## src/pmcs_pkg.sv

```systemverilog
package pmcs_pkg;
	// Register offsets on the management serial port
	localparam logic [4:0] PHY_CONTROL_ADDR = 5'h00;
	localparam logic [4:0] PHY_BASIC_STATUS_ADDR = 5'h01;
	localparam logic [4:0] PHY_IDENTIFIER_HIGH_ADDR = 5'h02;
	// Control field positions
	localparam int CTL_RESET_BIT = 15;
	localparam int CTL_LOOPBACK_BIT = 14;
	localparam int CTL_SPEED_BIT = 13;
	localparam int CTL_NEG_ENABLE_BIT = 12;
	localparam int CTL_POWERDOWN_BIT = 11;
	localparam int CTL_IF_DISABLE_BIT = 10;
	localparam int CTL_NEG_RESTART_BIT = 9;
	localparam int CTL_DUPLEX_BIT = 8;
	localparam int CTL_COLTEST_BIT = 7;
	// Control reset values
	localparam logic CTL_LOOPBACK_RST = 1'b0;
	localparam logic CTL_SPEED_RST = 1'b1;
	localparam logic CTL_NEG_ENABLE_RST = 1'b1;
	localparam logic CTL_POWERDOWN_RST = 1'b0;
	localparam logic CTL_DUPLEX_RST = 1'b0;
	localparam logic CTL_COLTEST_RST = 1'b0;
	localparam logic [4:0] IF_DISABLE_STRAP = 5'h1f;
	// Status field positions
	localparam int STS_FOURPAIR_BIT = 15;
	localparam int STS_FAST_FULL_BIT = 14;
	localparam int STS_FAST_HALF_BIT = 13;
	localparam int STS_SLOW_FULL_BIT = 12;
	localparam int STS_SLOW_HALF_BIT = 11;
	localparam int STS_PREAMBLE_SKIP_BIT = 6;
	localparam int STS_NEG_ACK_BIT = 5;
	localparam int STS_REMOTE_FAULT_BIT = 4;
	localparam int STS_NEG_ABILITY_BIT = 3;
	localparam int STS_LINK_BIT = 2;
	localparam int STS_JABBER_BIT = 1;
	localparam int STS_EXT_REGS_BIT = 0;
	// Organisation identifier bits 3..18; value is arbitrary
	localparam logic [15:0] ORG_ID_HIGH = 16'h5a5a;
	// Timing
	localparam int CLK_PERIOD_NS = 10;
	localparam int SOFT_RESET_TIME_NS = 1000;
	localparam int RESTART_TIME_NS = 500;
	localparam int SOFT_RESET_CYCLES =
		(SOFT_RESET_TIME_NS + CLK_PERIOD_NS - 1) / CLK_PERIOD_NS;
	localparam int RESTART_CYCLES =
		(RESTART_TIME_NS + CLK_PERIOD_NS - 1) / CLK_PERIOD_NS;
	// Serial frame
	localparam logic [5:0] PREAMBLE_ONES = 6'd32;
	localparam logic [1:0] OP_READ = 2'b10;
	localparam logic [1:0] OP_WRITE = 2'b01;
endpackage : pmcs_pkg

```

## src/pmcs_acc_if.sv

```systemverilog
`timescale 1ns/1ps
interface pmcs_acc_if;
	logic [4:0] addr;
	logic [15:0] wdata;
	logic wr;
	logic rd;
	logic [15:0] rdata;
	modport engine (output addr, output wdata, output wr, output rd,
		input rdata);
	modport bank (input addr, input wdata, input wr, input rd,
		output rdata);
endinterface : pmcs_acc_if

```

## src/pmcs_serial_engine.sv

```systemverilog
`timescale 1ns/1ps
module pmcs_serial_engine
	import pmcs_pkg::*;
(
	// Clock and reset
	input wire logic ref_clk_i,
	input wire logic reset_i,
	// Serial pins
	input wire logic mdc_i,
	input wire logic mdio_i,
	output logic mdio_o,
	output logic mdio_oe_o,
	// Own address
	input wire logic [4:0] phy_addr_i,
	// Register access
	pmcs_acc_if.engine acc
);
	typedef enum {S_PRE, S_START, S_HDR, S_TA, S_DATA} pmcs_state_e;
	pmcs_state_e state_reg;
	logic mdc_meta_reg, mdc_sync_reg, mdc_prev_reg;
	logic mdio_meta_reg, mdio_sync_reg;
	logic [5:0] pre_cnt_reg;
	logic [3:0] cnt_reg;
	logic [15:0] shift_reg;
	logic read_reg, match_reg;
	logic [4:0] addr_reg;
	logic [15:0] wdata_reg;
	logic wr_reg, rd_reg;
	logic rise;
	logic [11:0] hdr;

	// Both pins cross through two flops with equal delay
	always_ff @(posedge ref_clk_i)
	begin
		mdc_meta_reg <= mdc_i;
		mdc_sync_reg <= mdc_meta_reg;
		mdc_prev_reg <= mdc_sync_reg;
		mdio_meta_reg <= mdio_i;
		mdio_sync_reg <= mdio_meta_reg;
	end

	assign rise = mdc_sync_reg & ~mdc_prev_reg;
	assign hdr = {shift_reg[10:0], mdio_sync_reg};

	always_ff @(posedge ref_clk_i)
	begin
		rd_reg <= 1'b0;
		wr_reg <= 1'b0;
		if (reset_i)
		begin
			state_reg <= S_PRE;
			pre_cnt_reg <= 6'h00;
			cnt_reg <= 4'h0;
			shift_reg <= 16'h0000;
			read_reg <= 1'b0;
			match_reg <= 1'b0;
			addr_reg <= 5'h00;
			wdata_reg <= 16'h0000;
			mdio_o <= 1'b0;
			mdio_oe_o <= 1'b0;
		end
		else if (rise)
		begin
			unique case (state_reg)
				S_PRE:
				begin
					// Frames without the full preamble are dropped
					if (mdio_sync_reg)
					begin
						if (pre_cnt_reg != PREAMBLE_ONES)
							pre_cnt_reg <= pre_cnt_reg + 6'h01;
					end
					else
					begin
						if (pre_cnt_reg == PREAMBLE_ONES)
							state_reg <= S_START;
						pre_cnt_reg <= 6'h00;
					end
				end
				S_START:
				begin
					state_reg <= mdio_sync_reg ? S_HDR : S_PRE;
					cnt_reg <= 4'h0;
				end
				S_HDR:
				begin
					shift_reg <= {shift_reg[14:0], mdio_sync_reg};
					cnt_reg <= cnt_reg + 4'h1;
					if (cnt_reg == 4'hb)
					begin
						cnt_reg <= 4'h0;
						addr_reg <= hdr[4:0];
						match_reg <= (hdr[9:5] == phy_addr_i);
						read_reg <= (hdr[11:10] == OP_READ);
						if (hdr[11:10] == OP_READ ||
							hdr[11:10] == OP_WRITE)
							state_reg <= S_TA;
						else
							state_reg <= S_PRE;
						if (hdr[11:10] == OP_READ && hdr[9:5] == phy_addr_i)
							rd_reg <= 1'b1;
					end
				end
				S_TA:
				begin
					cnt_reg <= cnt_reg + 4'h1;
					if (cnt_reg == 4'h0)
					begin
						if (read_reg && match_reg)
						begin
							mdio_o <= 1'b0;
							mdio_oe_o <= 1'b1;
						end
					end
					else
					begin
						cnt_reg <= 4'h0;
						state_reg <= S_DATA;
						if (read_reg)
						begin
							mdio_o <= shift_reg[15];
							shift_reg <= {shift_reg[14:0], 1'b0};
						end
					end
				end
				S_DATA:
				begin
					cnt_reg <= cnt_reg + 4'h1;
					if (read_reg)
					begin
						mdio_o <= shift_reg[15];
						shift_reg <= {shift_reg[14:0], 1'b0};
					end
					else
						shift_reg <= {shift_reg[14:0], mdio_sync_reg};
					if (cnt_reg == 4'hf)
					begin
						state_reg <= S_PRE;
						mdio_oe_o <= 1'b0;
						mdio_o <= 1'b0;
						if (!read_reg && match_reg)
						begin
							wr_reg <= 1'b1;
							wdata_reg <= {shift_reg[14:0], mdio_sync_reg};
						end
					end
				end
			endcase
		end
		// Capture with the latch reload so a latched event is not lost
		else if (rd_reg)
			shift_reg <= acc.rdata;
	end

	assign acc.addr = addr_reg;
	assign acc.wdata = wdata_reg;
	assign acc.wr = wr_reg;
	assign acc.rd = rd_reg;
endmodule : pmcs_serial_engine

```

## src/pmcs_mgmt_regs.sv

```systemverilog
`timescale 1ns/1ps
module pmcs_mgmt_regs
	import pmcs_pkg::*;
(
	// Clock and reset
	input wire logic ref_clk_i,
	input wire logic reset_i,
	// Management serial port
	input wire logic mdc_i,
	input wire logic mdio_i,
	output logic mdio_o,
	output logic mdio_oe_o,
	// Address straps
	input wire logic [4:0] phy_address_straps_i,
	// Events from transceiver units
	input wire logic link_fail_i,
	input wire logic jabber_i,
	input wire logic interrupt_detect_i,
	input wire logic partner_remote_fault_i,
	input wire logic negotiation_ack_done_i,
	// Controls to transceiver units
	output logic transceiver_reset_o,
	output logic loopback_enable_o,
	output logic speed_100_o,
	output logic negotiation_enable_o,
	output logic powerdown_enable_o,
	output logic controller_if_disable_o,
	output logic negotiation_restart_o,
	output logic duplex_select_o,
	output logic collision_test_enable_o
);
	pmcs_acc_if acc ();

	logic [4:0] strap_meta_reg, strap_sync_reg;
	logic [4:0] phy_addr_reg;
	logic defaults_pending_reg;
	logic soft_reset_reg;
	logic [15:0] soft_cnt_reg;
	logic restart_reg;
	logic [15:0] restart_cnt_reg;
	logic loopback_reg, speed_reg, neg_enable_reg, powerdown_reg;
	logic if_disable_reg, duplex_reg, coltest_reg;
	logic remote_fault_latch_reg, jabber_latch_reg, link_latch_reg;
	logic ctl_write, status_read, link_now, remote_now;
	logic [15:0] control_value, status_value;

	// Straps are pins: two flops before use
	always_ff @(posedge ref_clk_i)
	begin
		strap_meta_reg <= phy_address_straps_i;
		strap_sync_reg <= strap_meta_reg;
	end

	assign ctl_write = acc.wr && acc.addr == PHY_CONTROL_ADDR;
	assign status_read = acc.rd && acc.addr == PHY_BASIC_STATUS_ADDR;

	// Straps are caught a cycle after reset so the sync chain has settled
	always_ff @(posedge ref_clk_i)
	begin
		if (reset_i)
			defaults_pending_reg <= 1'b1;
		else if (soft_reset_reg && soft_cnt_reg == 16'h0001)
			defaults_pending_reg <= 1'b1;
		else
			defaults_pending_reg <= 1'b0;
	end

	always_ff @(posedge ref_clk_i)
	begin
		if (reset_i)
			phy_addr_reg <= 5'h00;
		else if (defaults_pending_reg)
			phy_addr_reg <= strap_sync_reg;
	end

	// Soft reset: bit reads one for the whole reset interval
	always_ff @(posedge ref_clk_i)
	begin
		if (reset_i)
		begin
			soft_reset_reg <= 1'b0;
			soft_cnt_reg <= 16'h0000;
		end
		else if (soft_reset_reg)
		begin
			soft_cnt_reg <= soft_cnt_reg - 16'h0001;
			if (soft_cnt_reg == 16'h0001)
				soft_reset_reg <= 1'b0;
		end
		else if (ctl_write && acc.wdata[CTL_RESET_BIT])
		begin
			soft_reset_reg <= 1'b1;
			soft_cnt_reg <= 16'(SOFT_RESET_CYCLES);
		end
	end

	// Restart runs a fixed interval, then the bit clears itself
	always_ff @(posedge ref_clk_i)
	begin
		if (reset_i || soft_reset_reg || defaults_pending_reg)
		begin
			restart_reg <= 1'b0;
			restart_cnt_reg <= 16'h0000;
		end
		else if (restart_reg)
		begin
			restart_cnt_reg <= restart_cnt_reg - 16'h0001;
			if (restart_cnt_reg == 16'h0001)
				restart_reg <= 1'b0;
		end
		else if (ctl_write && acc.wdata[CTL_NEG_RESTART_BIT])
		begin
			restart_reg <= 1'b1;
			restart_cnt_reg <= 16'(RESTART_CYCLES);
		end
	end

	// Plain control fields; writes during a soft reset are ignored
	always_ff @(posedge ref_clk_i)
	begin
		if (reset_i || defaults_pending_reg)
		begin
			loopback_reg <= CTL_LOOPBACK_RST;
			speed_reg <= CTL_SPEED_RST;
			neg_enable_reg <= CTL_NEG_ENABLE_RST;
			powerdown_reg <= CTL_POWERDOWN_RST;
			duplex_reg <= CTL_DUPLEX_RST;
			coltest_reg <= CTL_COLTEST_RST;
			if_disable_reg <= defaults_pending_reg &&
				strap_sync_reg == IF_DISABLE_STRAP;
		end
		else if (ctl_write && !soft_reset_reg &&
			!acc.wdata[CTL_RESET_BIT])
		begin
			loopback_reg <= acc.wdata[CTL_LOOPBACK_BIT];
			speed_reg <= acc.wdata[CTL_SPEED_BIT];
			neg_enable_reg <= acc.wdata[CTL_NEG_ENABLE_BIT];
			powerdown_reg <= acc.wdata[CTL_POWERDOWN_BIT];
			if_disable_reg <= acc.wdata[CTL_IF_DISABLE_BIT];
			duplex_reg <= acc.wdata[CTL_DUPLEX_BIT];
			coltest_reg <= acc.wdata[CTL_COLTEST_BIT];
		end
	end

	assign link_now = ~link_fail_i;
	assign remote_now = interrupt_detect_i | partner_remote_fault_i;

	// Latched bits: an event in the read cycle wins over the reload
	always_ff @(posedge ref_clk_i)
	begin
		if (reset_i || soft_reset_reg)
		begin
			remote_fault_latch_reg <= 1'b0;
			jabber_latch_reg <= 1'b0;
			link_latch_reg <= 1'b0;
		end
		else
		begin
			remote_fault_latch_reg <= (remote_fault_latch_reg &
				~status_read) | remote_now;
			jabber_latch_reg <= (jabber_latch_reg & ~status_read) |
				jabber_i;
			link_latch_reg <= (link_latch_reg | status_read) &
				link_now;
		end
	end

	always_comb
	begin
		control_value = 16'h0000;
		control_value[CTL_RESET_BIT] = soft_reset_reg;
		control_value[CTL_LOOPBACK_BIT] = loopback_reg;
		control_value[CTL_SPEED_BIT] = speed_reg;
		control_value[CTL_NEG_ENABLE_BIT] = neg_enable_reg;
		control_value[CTL_POWERDOWN_BIT] = powerdown_reg;
		control_value[CTL_IF_DISABLE_BIT] = if_disable_reg;
		control_value[CTL_NEG_RESTART_BIT] = restart_reg;
		control_value[CTL_DUPLEX_BIT] = duplex_reg;
		control_value[CTL_COLTEST_BIT] = coltest_reg;
	end

	always_comb
	begin
		status_value = 16'h0000;
		status_value[STS_FOURPAIR_BIT] = 1'b0;
		status_value[STS_FAST_FULL_BIT] = 1'b1;
		status_value[STS_FAST_HALF_BIT] = 1'b1;
		status_value[STS_SLOW_FULL_BIT] = 1'b1;
		status_value[STS_SLOW_HALF_BIT] = 1'b1;
		status_value[STS_PREAMBLE_SKIP_BIT] = 1'b0;
		status_value[STS_NEG_ACK_BIT] = negotiation_ack_done_i &
			~soft_reset_reg;
		status_value[STS_REMOTE_FAULT_BIT] = remote_fault_latch_reg |
			remote_now;
		status_value[STS_NEG_ABILITY_BIT] = 1'b1;
		status_value[STS_LINK_BIT] = link_latch_reg & link_now;
		status_value[STS_JABBER_BIT] = jabber_latch_reg | jabber_i;
		status_value[STS_EXT_REGS_BIT] = 1'b1;
	end

	// Unmapped reads return zero; writes outside control are dropped
	always_comb
	begin
		unique case (acc.addr)
			PHY_CONTROL_ADDR: acc.rdata = control_value;
			PHY_BASIC_STATUS_ADDR: acc.rdata = status_value;
			PHY_IDENTIFIER_HIGH_ADDR: acc.rdata = ORG_ID_HIGH;
			default: acc.rdata = 16'h0000;
		endcase
	end

	pmcs_serial_engine u_engine (
		.ref_clk_i(ref_clk_i),
		.reset_i(reset_i),
		.mdc_i(mdc_i),
		.mdio_i(mdio_i),
		.mdio_o(mdio_o),
		.mdio_oe_o(mdio_oe_o),
		.phy_addr_i(phy_addr_reg),
		.acc(acc.engine)
	);

	assign transceiver_reset_o = soft_reset_reg;
	assign loopback_enable_o = loopback_reg;
	assign speed_100_o = speed_reg;
	assign negotiation_enable_o = neg_enable_reg;
	assign powerdown_enable_o = powerdown_reg;
	assign controller_if_disable_o = if_disable_reg;
	assign negotiation_restart_o = restart_reg;
	assign duplex_select_o = duplex_reg;
	assign collision_test_enable_o = coltest_reg;
endmodule : pmcs_mgmt_regs

```

## config.mk

```make
export PLATFORM = sky130hd
export DESIGN_NAME = pmcs_mgmt_regs
export DESIGN_NICKNAME = d
export VERILOG_FILES = /design/src/pmcs_pkg.sv /design/src/pmcs_acc_if.sv /design/src/pmcs_serial_engine.sv /design/src/pmcs_mgmt_regs.sv
export SDC_FILE = /design/constraint.sdc
export NUM_CORES = 1
export LEC_CHECK = 0
export BUFFER_PORTS_ARGS = -buffer_cell sky130_fd_sc_hd__buf_2
export CAP_MARGIN = 20
export CORE_UTILIZATION = 55
export CTS_CLUSTER_DIAMETER = 150
export DETAILED_ROUTE_END_ITERATION = 12
export GPL_ROUTABILITY_DRIVEN = 1
export PLACE_DENSITY = 0.77
export SYNTH_ARGS = -nofsm -noshare
export SYNTH_HDL_FRONTEND = slang
export SYNTH_SLANG_ARGS = --single-unit
```

## constraint.sdc

```tcl
create_clock -name ref_clk_i -period 1.94 [get_ports ref_clk_i]
set_clock_uncertainty 0.2 [all_clocks]
set_input_delay 0.194 -clock ref_clk_i [delete_from_list [all_inputs] [get_ports ref_clk_i]]
set_output_delay 0.194 -clock ref_clk_i [all_outputs]
set_load 0.01 [all_outputs]
```

; Word level (Yosys, flattened, before mapping)
; Cells that the tools add are included.
[op_classes]
n_addsub = 4
eq_ne = 28
muxes = 44
bitwise_logic = 21
n_reduce_logical = 37
[op_table]
columns = cell, count
row1 = two-way mux 32 bit, 5
row2 = one-hot mux 32 bit (5 select lines), 1
row3 = two-way mux 16 bit, 8
row4 = one-hot mux 16 bit (3 select lines), 2
row5 = "equality test 32 x 2 -> 1 bit, second input constant", 2
row6 = "equality test 16 x 1 -> 1 bit, second input constant", 2
row7 = "equality test 32 x 1 -> 1 bit, second input constant", 1
row8 = "equality test 32 x 3 -> 1 bit, second input constant", 1
row9 = logical NOT 32 bit, 1
row10 = "subtractor 16 x 1 -> 16 bit, second input constant", 2
row11 = two-way mux 1 bit, 19
row12 = one-hot mux 4 bit (4 select lines), 1
row13 = two-way mux 6 bit, 2
row14 = logical AND 1 bit, 11
row15 = "!= test 2 x 1 -> 1 bit, second input constant", 5
row16 = nonzero test 2 bit, 5
row17 = inverter 1 bit, 9
row18 = AND reduction 3 bit, 3
row19 = "equality test 4 bit, second input constant", 2
row20 = two-way mux 4 bit, 2
row21 = AND reduction 4 bit, 2
row22 = OR reduction 4 bit, 2
row23 = "adder 6 x 1 -> 6 bit, second input constant", 1
row24 = bitwise AND 1 bit, 6
row25 = 24 further kinds, 39
[totals]
regBits = 150
input_bits = 14
out_inout_bits = 11
elab_cells = 169

; Depth between registers and ports, before layout
[logic_depth]
ltp_word = 6
depth_mapped = 9

; By module
; A second synthesis with hierarchy kept.
[unflattened]
hier_cells = 611
area_unflattened_um2 = 5549.1
[modules_own_cells]
columns = mod, n_inst, cells_per_inst, area_per_inst_um2, seq_area_each_um2
row1 = pmcs_serial_engine, 1, 317, 2891.5, 1221.2
row2 = pmcs_mgmt_regs, 1, 294, 2657.5, 1211.2

; Worst setup path after synthesis
; OpenSTA, ideal clock, no wires.
[synth_timing]
kind = register -> register
startpoint = register u_engine.addr_reg[4], in the netlist u_engine.acc.addr[4]
endpoint = register restart_cnt_reg[14]
setup_ns = 0.137
arrival_ns = 1.699
slack_ns = -0.096
stages_incl_launch_ff = 6
synth_period_minus_slack_ns = 2.036
cell_sequence = dfxtp_1 -> or4_4 -> nor3_1 -> nor2_1 -> o311ai_0 -> o31ai_2
[synth_via]
elab_chain_cells = 4
[synth_lines]
columns = element, line
row1 = "start, declared", pmcs_serial_engine.sv:26  ; logic [4:0] addr_reg;
row2 = "start signal, assigned", pmcs_serial_engine.sv:92  ; addr_reg <= hdr[4:0];
row3 = logical NOT 5 bit, pmcs_mgmt_regs.sv:54  ; assign ctl_write = acc.wr && acc.addr == PHY_CONTROL_ADDR;
row4 = logical AND 1 bit, pmcs_mgmt_regs.sv:54
row5 = logical AND 1 bit, pmcs_mgmt_regs.sv:111  ; else if (ctl_write && acc.wdata[CTL_NEG_RESTART_BIT])
row6 = nonzero test 2 bit (no source line), -
row7 = "end signal, assigned", pmcs_mgmt_regs.sv:107  ; restart_cnt_reg <= restart_cnt_reg - 16'h0001;
row8 = "end signal, assigned", pmcs_mgmt_regs.sv:114  ; restart_cnt_reg <= 16'(RESTART_CYCLES);
row9 = "end, declared", pmcs_mgmt_regs.sv:40  ; logic [15:0] restart_cnt_reg;
; Every way passes these cells.
; A chain may end at the register's enable or synchronous reset.

; Worst setup path in the final report
[layout_timing]
startpoint = register u_engine.cnt_reg[1]
endpoint = register u_engine.state_reg[2]
[layout_via]
elab_chain_cells = 3
[layout_lines]
columns = element, line
row1 = "start, declared", pmcs_serial_engine.sv:23  ; logic [3:0] cnt_reg;
row2 = "start signal, assigned", pmcs_serial_engine.sv:88  ; cnt_reg <= cnt_reg + 4'h1;
row3 = "start signal, assigned", pmcs_serial_engine.sv:106  ; cnt_reg <= cnt_reg + 4'h1;
row4 = "start signal, assigned", pmcs_serial_engine.sv:128  ; cnt_reg <= cnt_reg + 4'h1;
row5 = equality test 4 bit (tied with other cells), pmcs_serial_engine.sv:136  ; if (cnt_reg == 4'hf)
row6 = != test 2 x 1 -> 1 bit (no source line) or != test 2 bit (tied branches), -
row7 = AND reduction 6 bit (no source line) (*), -
row8 = "end signal, assigned", pmcs_serial_engine.sv:82  ; state_reg <= mdio_sync_reg ? S_HDR : S_PRE;
row9 = "end, declared", pmcs_serial_engine.sv:19  ; pmcs_state_e state_reg;
; Every way passes the cells marked *; elsewhere a longest branch is shown, timed or not.

==> results.ini <==
[run_status]
status=finished, violations left
violations=setup timing

[logic_synthesis]
synth_ff_type=dfxtp_1
synthDominantCellAreaShare_pct=45.3
ys_ff_latch=114
syn_inst=548
ys_seq_area_share_pct=45.9
synth_area_leaders=dfxtp_1 (45%), mux2i_1 (5.6%), nor2_1 (4.9%)
yosys.area.top_type=dfxtp_1
ys_warn_count=0
synth_fp_nets=571
syn_area_per_cell_um2=9.12
synth_cell_types=67
synth.cell_area_mm2=0.00500
synth_edf_count=1
async_flop_share_pct=0

[timing]
slew_headroom_pct=64.3
layout_min_cycle_time_ns=2.12
clock.fmax_mhz=471
setup_ws_ns=-0.184
tightest_slew_ns=0.535
maxSlewViolCount=0
rsz0062_at_grt=true
hold_violations=0
setup_viol=36
post-route-period-util_pct=110

[clock_network]
path_clk_slew_ns=0.07
htreeDepth=4
clk_latency_ns=0.53
cts_tree=built
cts_buffer_depth=2
clkSinkCount=114
cts-buffers-inserted=17
root_buffer=clkbuf_8

[route]
drtIter0Drc=376
wl_um=15300
vias=4903
drt-pass1-iter-count=5
ant_nets=0
viasPerCell=6.34
drc=0
wl_per_cell_um=19.8

[place]
port_buffers=24
routabilityCongestion=0.874
dpl.hpwl_um=7620
dpl_cell_area_mm2=0.00561

[setup_path]
cp-end-kind=flip-flop
crit_required_ns=2.20
worstPathArrival_ns=2.39
start_kind=flip-flop
critPathMaxFanout=4
criticalPathCategory=reg -> reg

[floorplanning]
fp-row-count=34
pin_count=25
die_h_um=97.3
die-area_mm2=0.00947
core_mm2=0.00876
initial_core_util_pct=57.0
die_x_um=97.3

[grt]
grt_max_degree=76
grt_usage_pct=27.6
antenna_found_initial=0
grt_pass1_vias=4595
grt_pass1_wl_um=21100
grt_overflow=0

[run]
drv_cap=0

[finish]
final_area_mm2=0.00696
finalNetCount=675
layout_common_cells=dfxtp_1 (107), buf_4 (60), nor2_1 (59)
mostFrequentLayoutCell=dfxtp_1
fillers=495
diodes=0
drive_gt1_share_pct=33.4
area_growth_pct=39.2

[power]
ir_drop_mv=0.709
power.density_mw_per_mm2=829
leakage_nw=2.75
finalPower_mw=5.77

[min_path]
worstHoldPathType=in -> reg

-- cells by family after synthesis --
logic type      after synthesis  synth area share [%]
mux                          32                  6.51
compound gates              115                  15.8
fa+ha+maj                     9                  2.25
simple gates                215                  22.9
xor+xnor                     13                  2.28
flops                       114                  45.9
buf+inv                      50                  4.33
-- synthesized netlist by cell type, types with 3 or more instances --
cell,instances
inv_1,15
a31oi_1,7
o31ai_1,12
o22ai_1,9
nor4b_1,4
dfxtp_1,113
nor3b_1,3
or2_2,3
o21a_1,4
nor3_1,25
buf_2,8
nand3_1,21
ha_1,9
xnor2_1,7
or3_1,6
nand2_1,31
a21oi_1,24
mux2i_1,28
xor2_1,6
and3_1,5
o21bai_1,3
nand4_1,10
mux2_2,4
o211ai_1,4
nand3b_1,6
nor2_1,65
nand2b_1,7
a211oi_1,15
clkbuf_1,21
nor2b_1,6
nor4_1,5
o21ai_0,13
-- cell type report --
class | count | area (µm²) | area share [%]
Timing Repair Buffer | 119 | 1020 | 14.7
Multi-Input combinational cell | 384 | 2870 | 41.2
Inverter | 16 | 60.1 | 0.863
Sequential cell | 114 | 2300 | 33.1
Tap cell | 108 | 135 | 1.94
Clock buffer | 18 | 439 | 6.31
Clock inverter | 14 | 130 | 1.87
-- metal layers --
metal / share of wire [%] / GRT usage, % / wire length (µm) / vias up
met5: 0 / 0 / 0 / -
met1: 38 / 32.2 / 5810 / 2352
li1: - / - / - / 2206
met2: 50 / 48.8 / 7610 / 268
met4: 4.9 / 11.5 / 752 / 0
met3: 7.5 / 6.26 / 1140 / 77
-- timing repair --
| action | CTS | global route |
|---|---|---|
| pin swaps | 9 | 33 |
| buffers inserted | 4 | 14 |
| hold buffers | 13 | 0 |
| gates resized for setup | 23 | 79 |
| endpoints found under the setup margin | 32 | 74 |
| endpoints found under the hold margin | 52 | 0 |
| gates cloned | 1 | 5 |
-- report_power, final --
part,switching [mW],total [mW],internal [mW]
clock,1.32,3.04,1.71
combinational,0.160,0.288,0.128
sequential,0.0509,2.45,2.40
total,1.54,5.77,4.23
-- worst max-delay path, cell delays in order (launching register included) --
cell and delay (ns):
dfxtp_2 0.34, inv_2 0.07, ha_4 0.13, or3b_4 0.40
a2111o_1 0.45, o211a_1 0.19, nand2b_4 0.16, a21oi_2 0.11
-- path summary, 6_finish.rpt --
kind	from	end	slack, ns	depth (start not counted)
min reg2reg	u_engine.mdio_meta_reg	u_engine.mdio_sync_reg	0.13	0
min	mdio_i	u_engine.mdio_meta_reg	0.09	2
max	u_engine.cnt_reg[1]	u_engine.state_reg[2]	-0.18	7
max reg2reg	u_engine.cnt_reg[1]	u_engine.state_reg[2]	-0.18	7
-- through the flow --
stage | setup slack, ns | std cells | util [%] | hold WS [ns] | TNS, ns
after floorplan | -0.0867 | 548 | - | 0.0217 | -0.139
after global placement | -0.0322 | 706 | 64.1 | 0.0971 | -0.124
after detailed placement | -0.0955 | 706 | 64.1 | 0.0985 | -0.672
after CTS | -0.116 | 756 | 73.4 | 0.0815 | -0.632
after global routing | -0.254 | 773 | 79.4 | 0.0920 | -4.95
final | -0.184 | 773 | 79.4 | 0.0944 | -2.35
No activity file was read; power rests on OpenSTA's default activity.
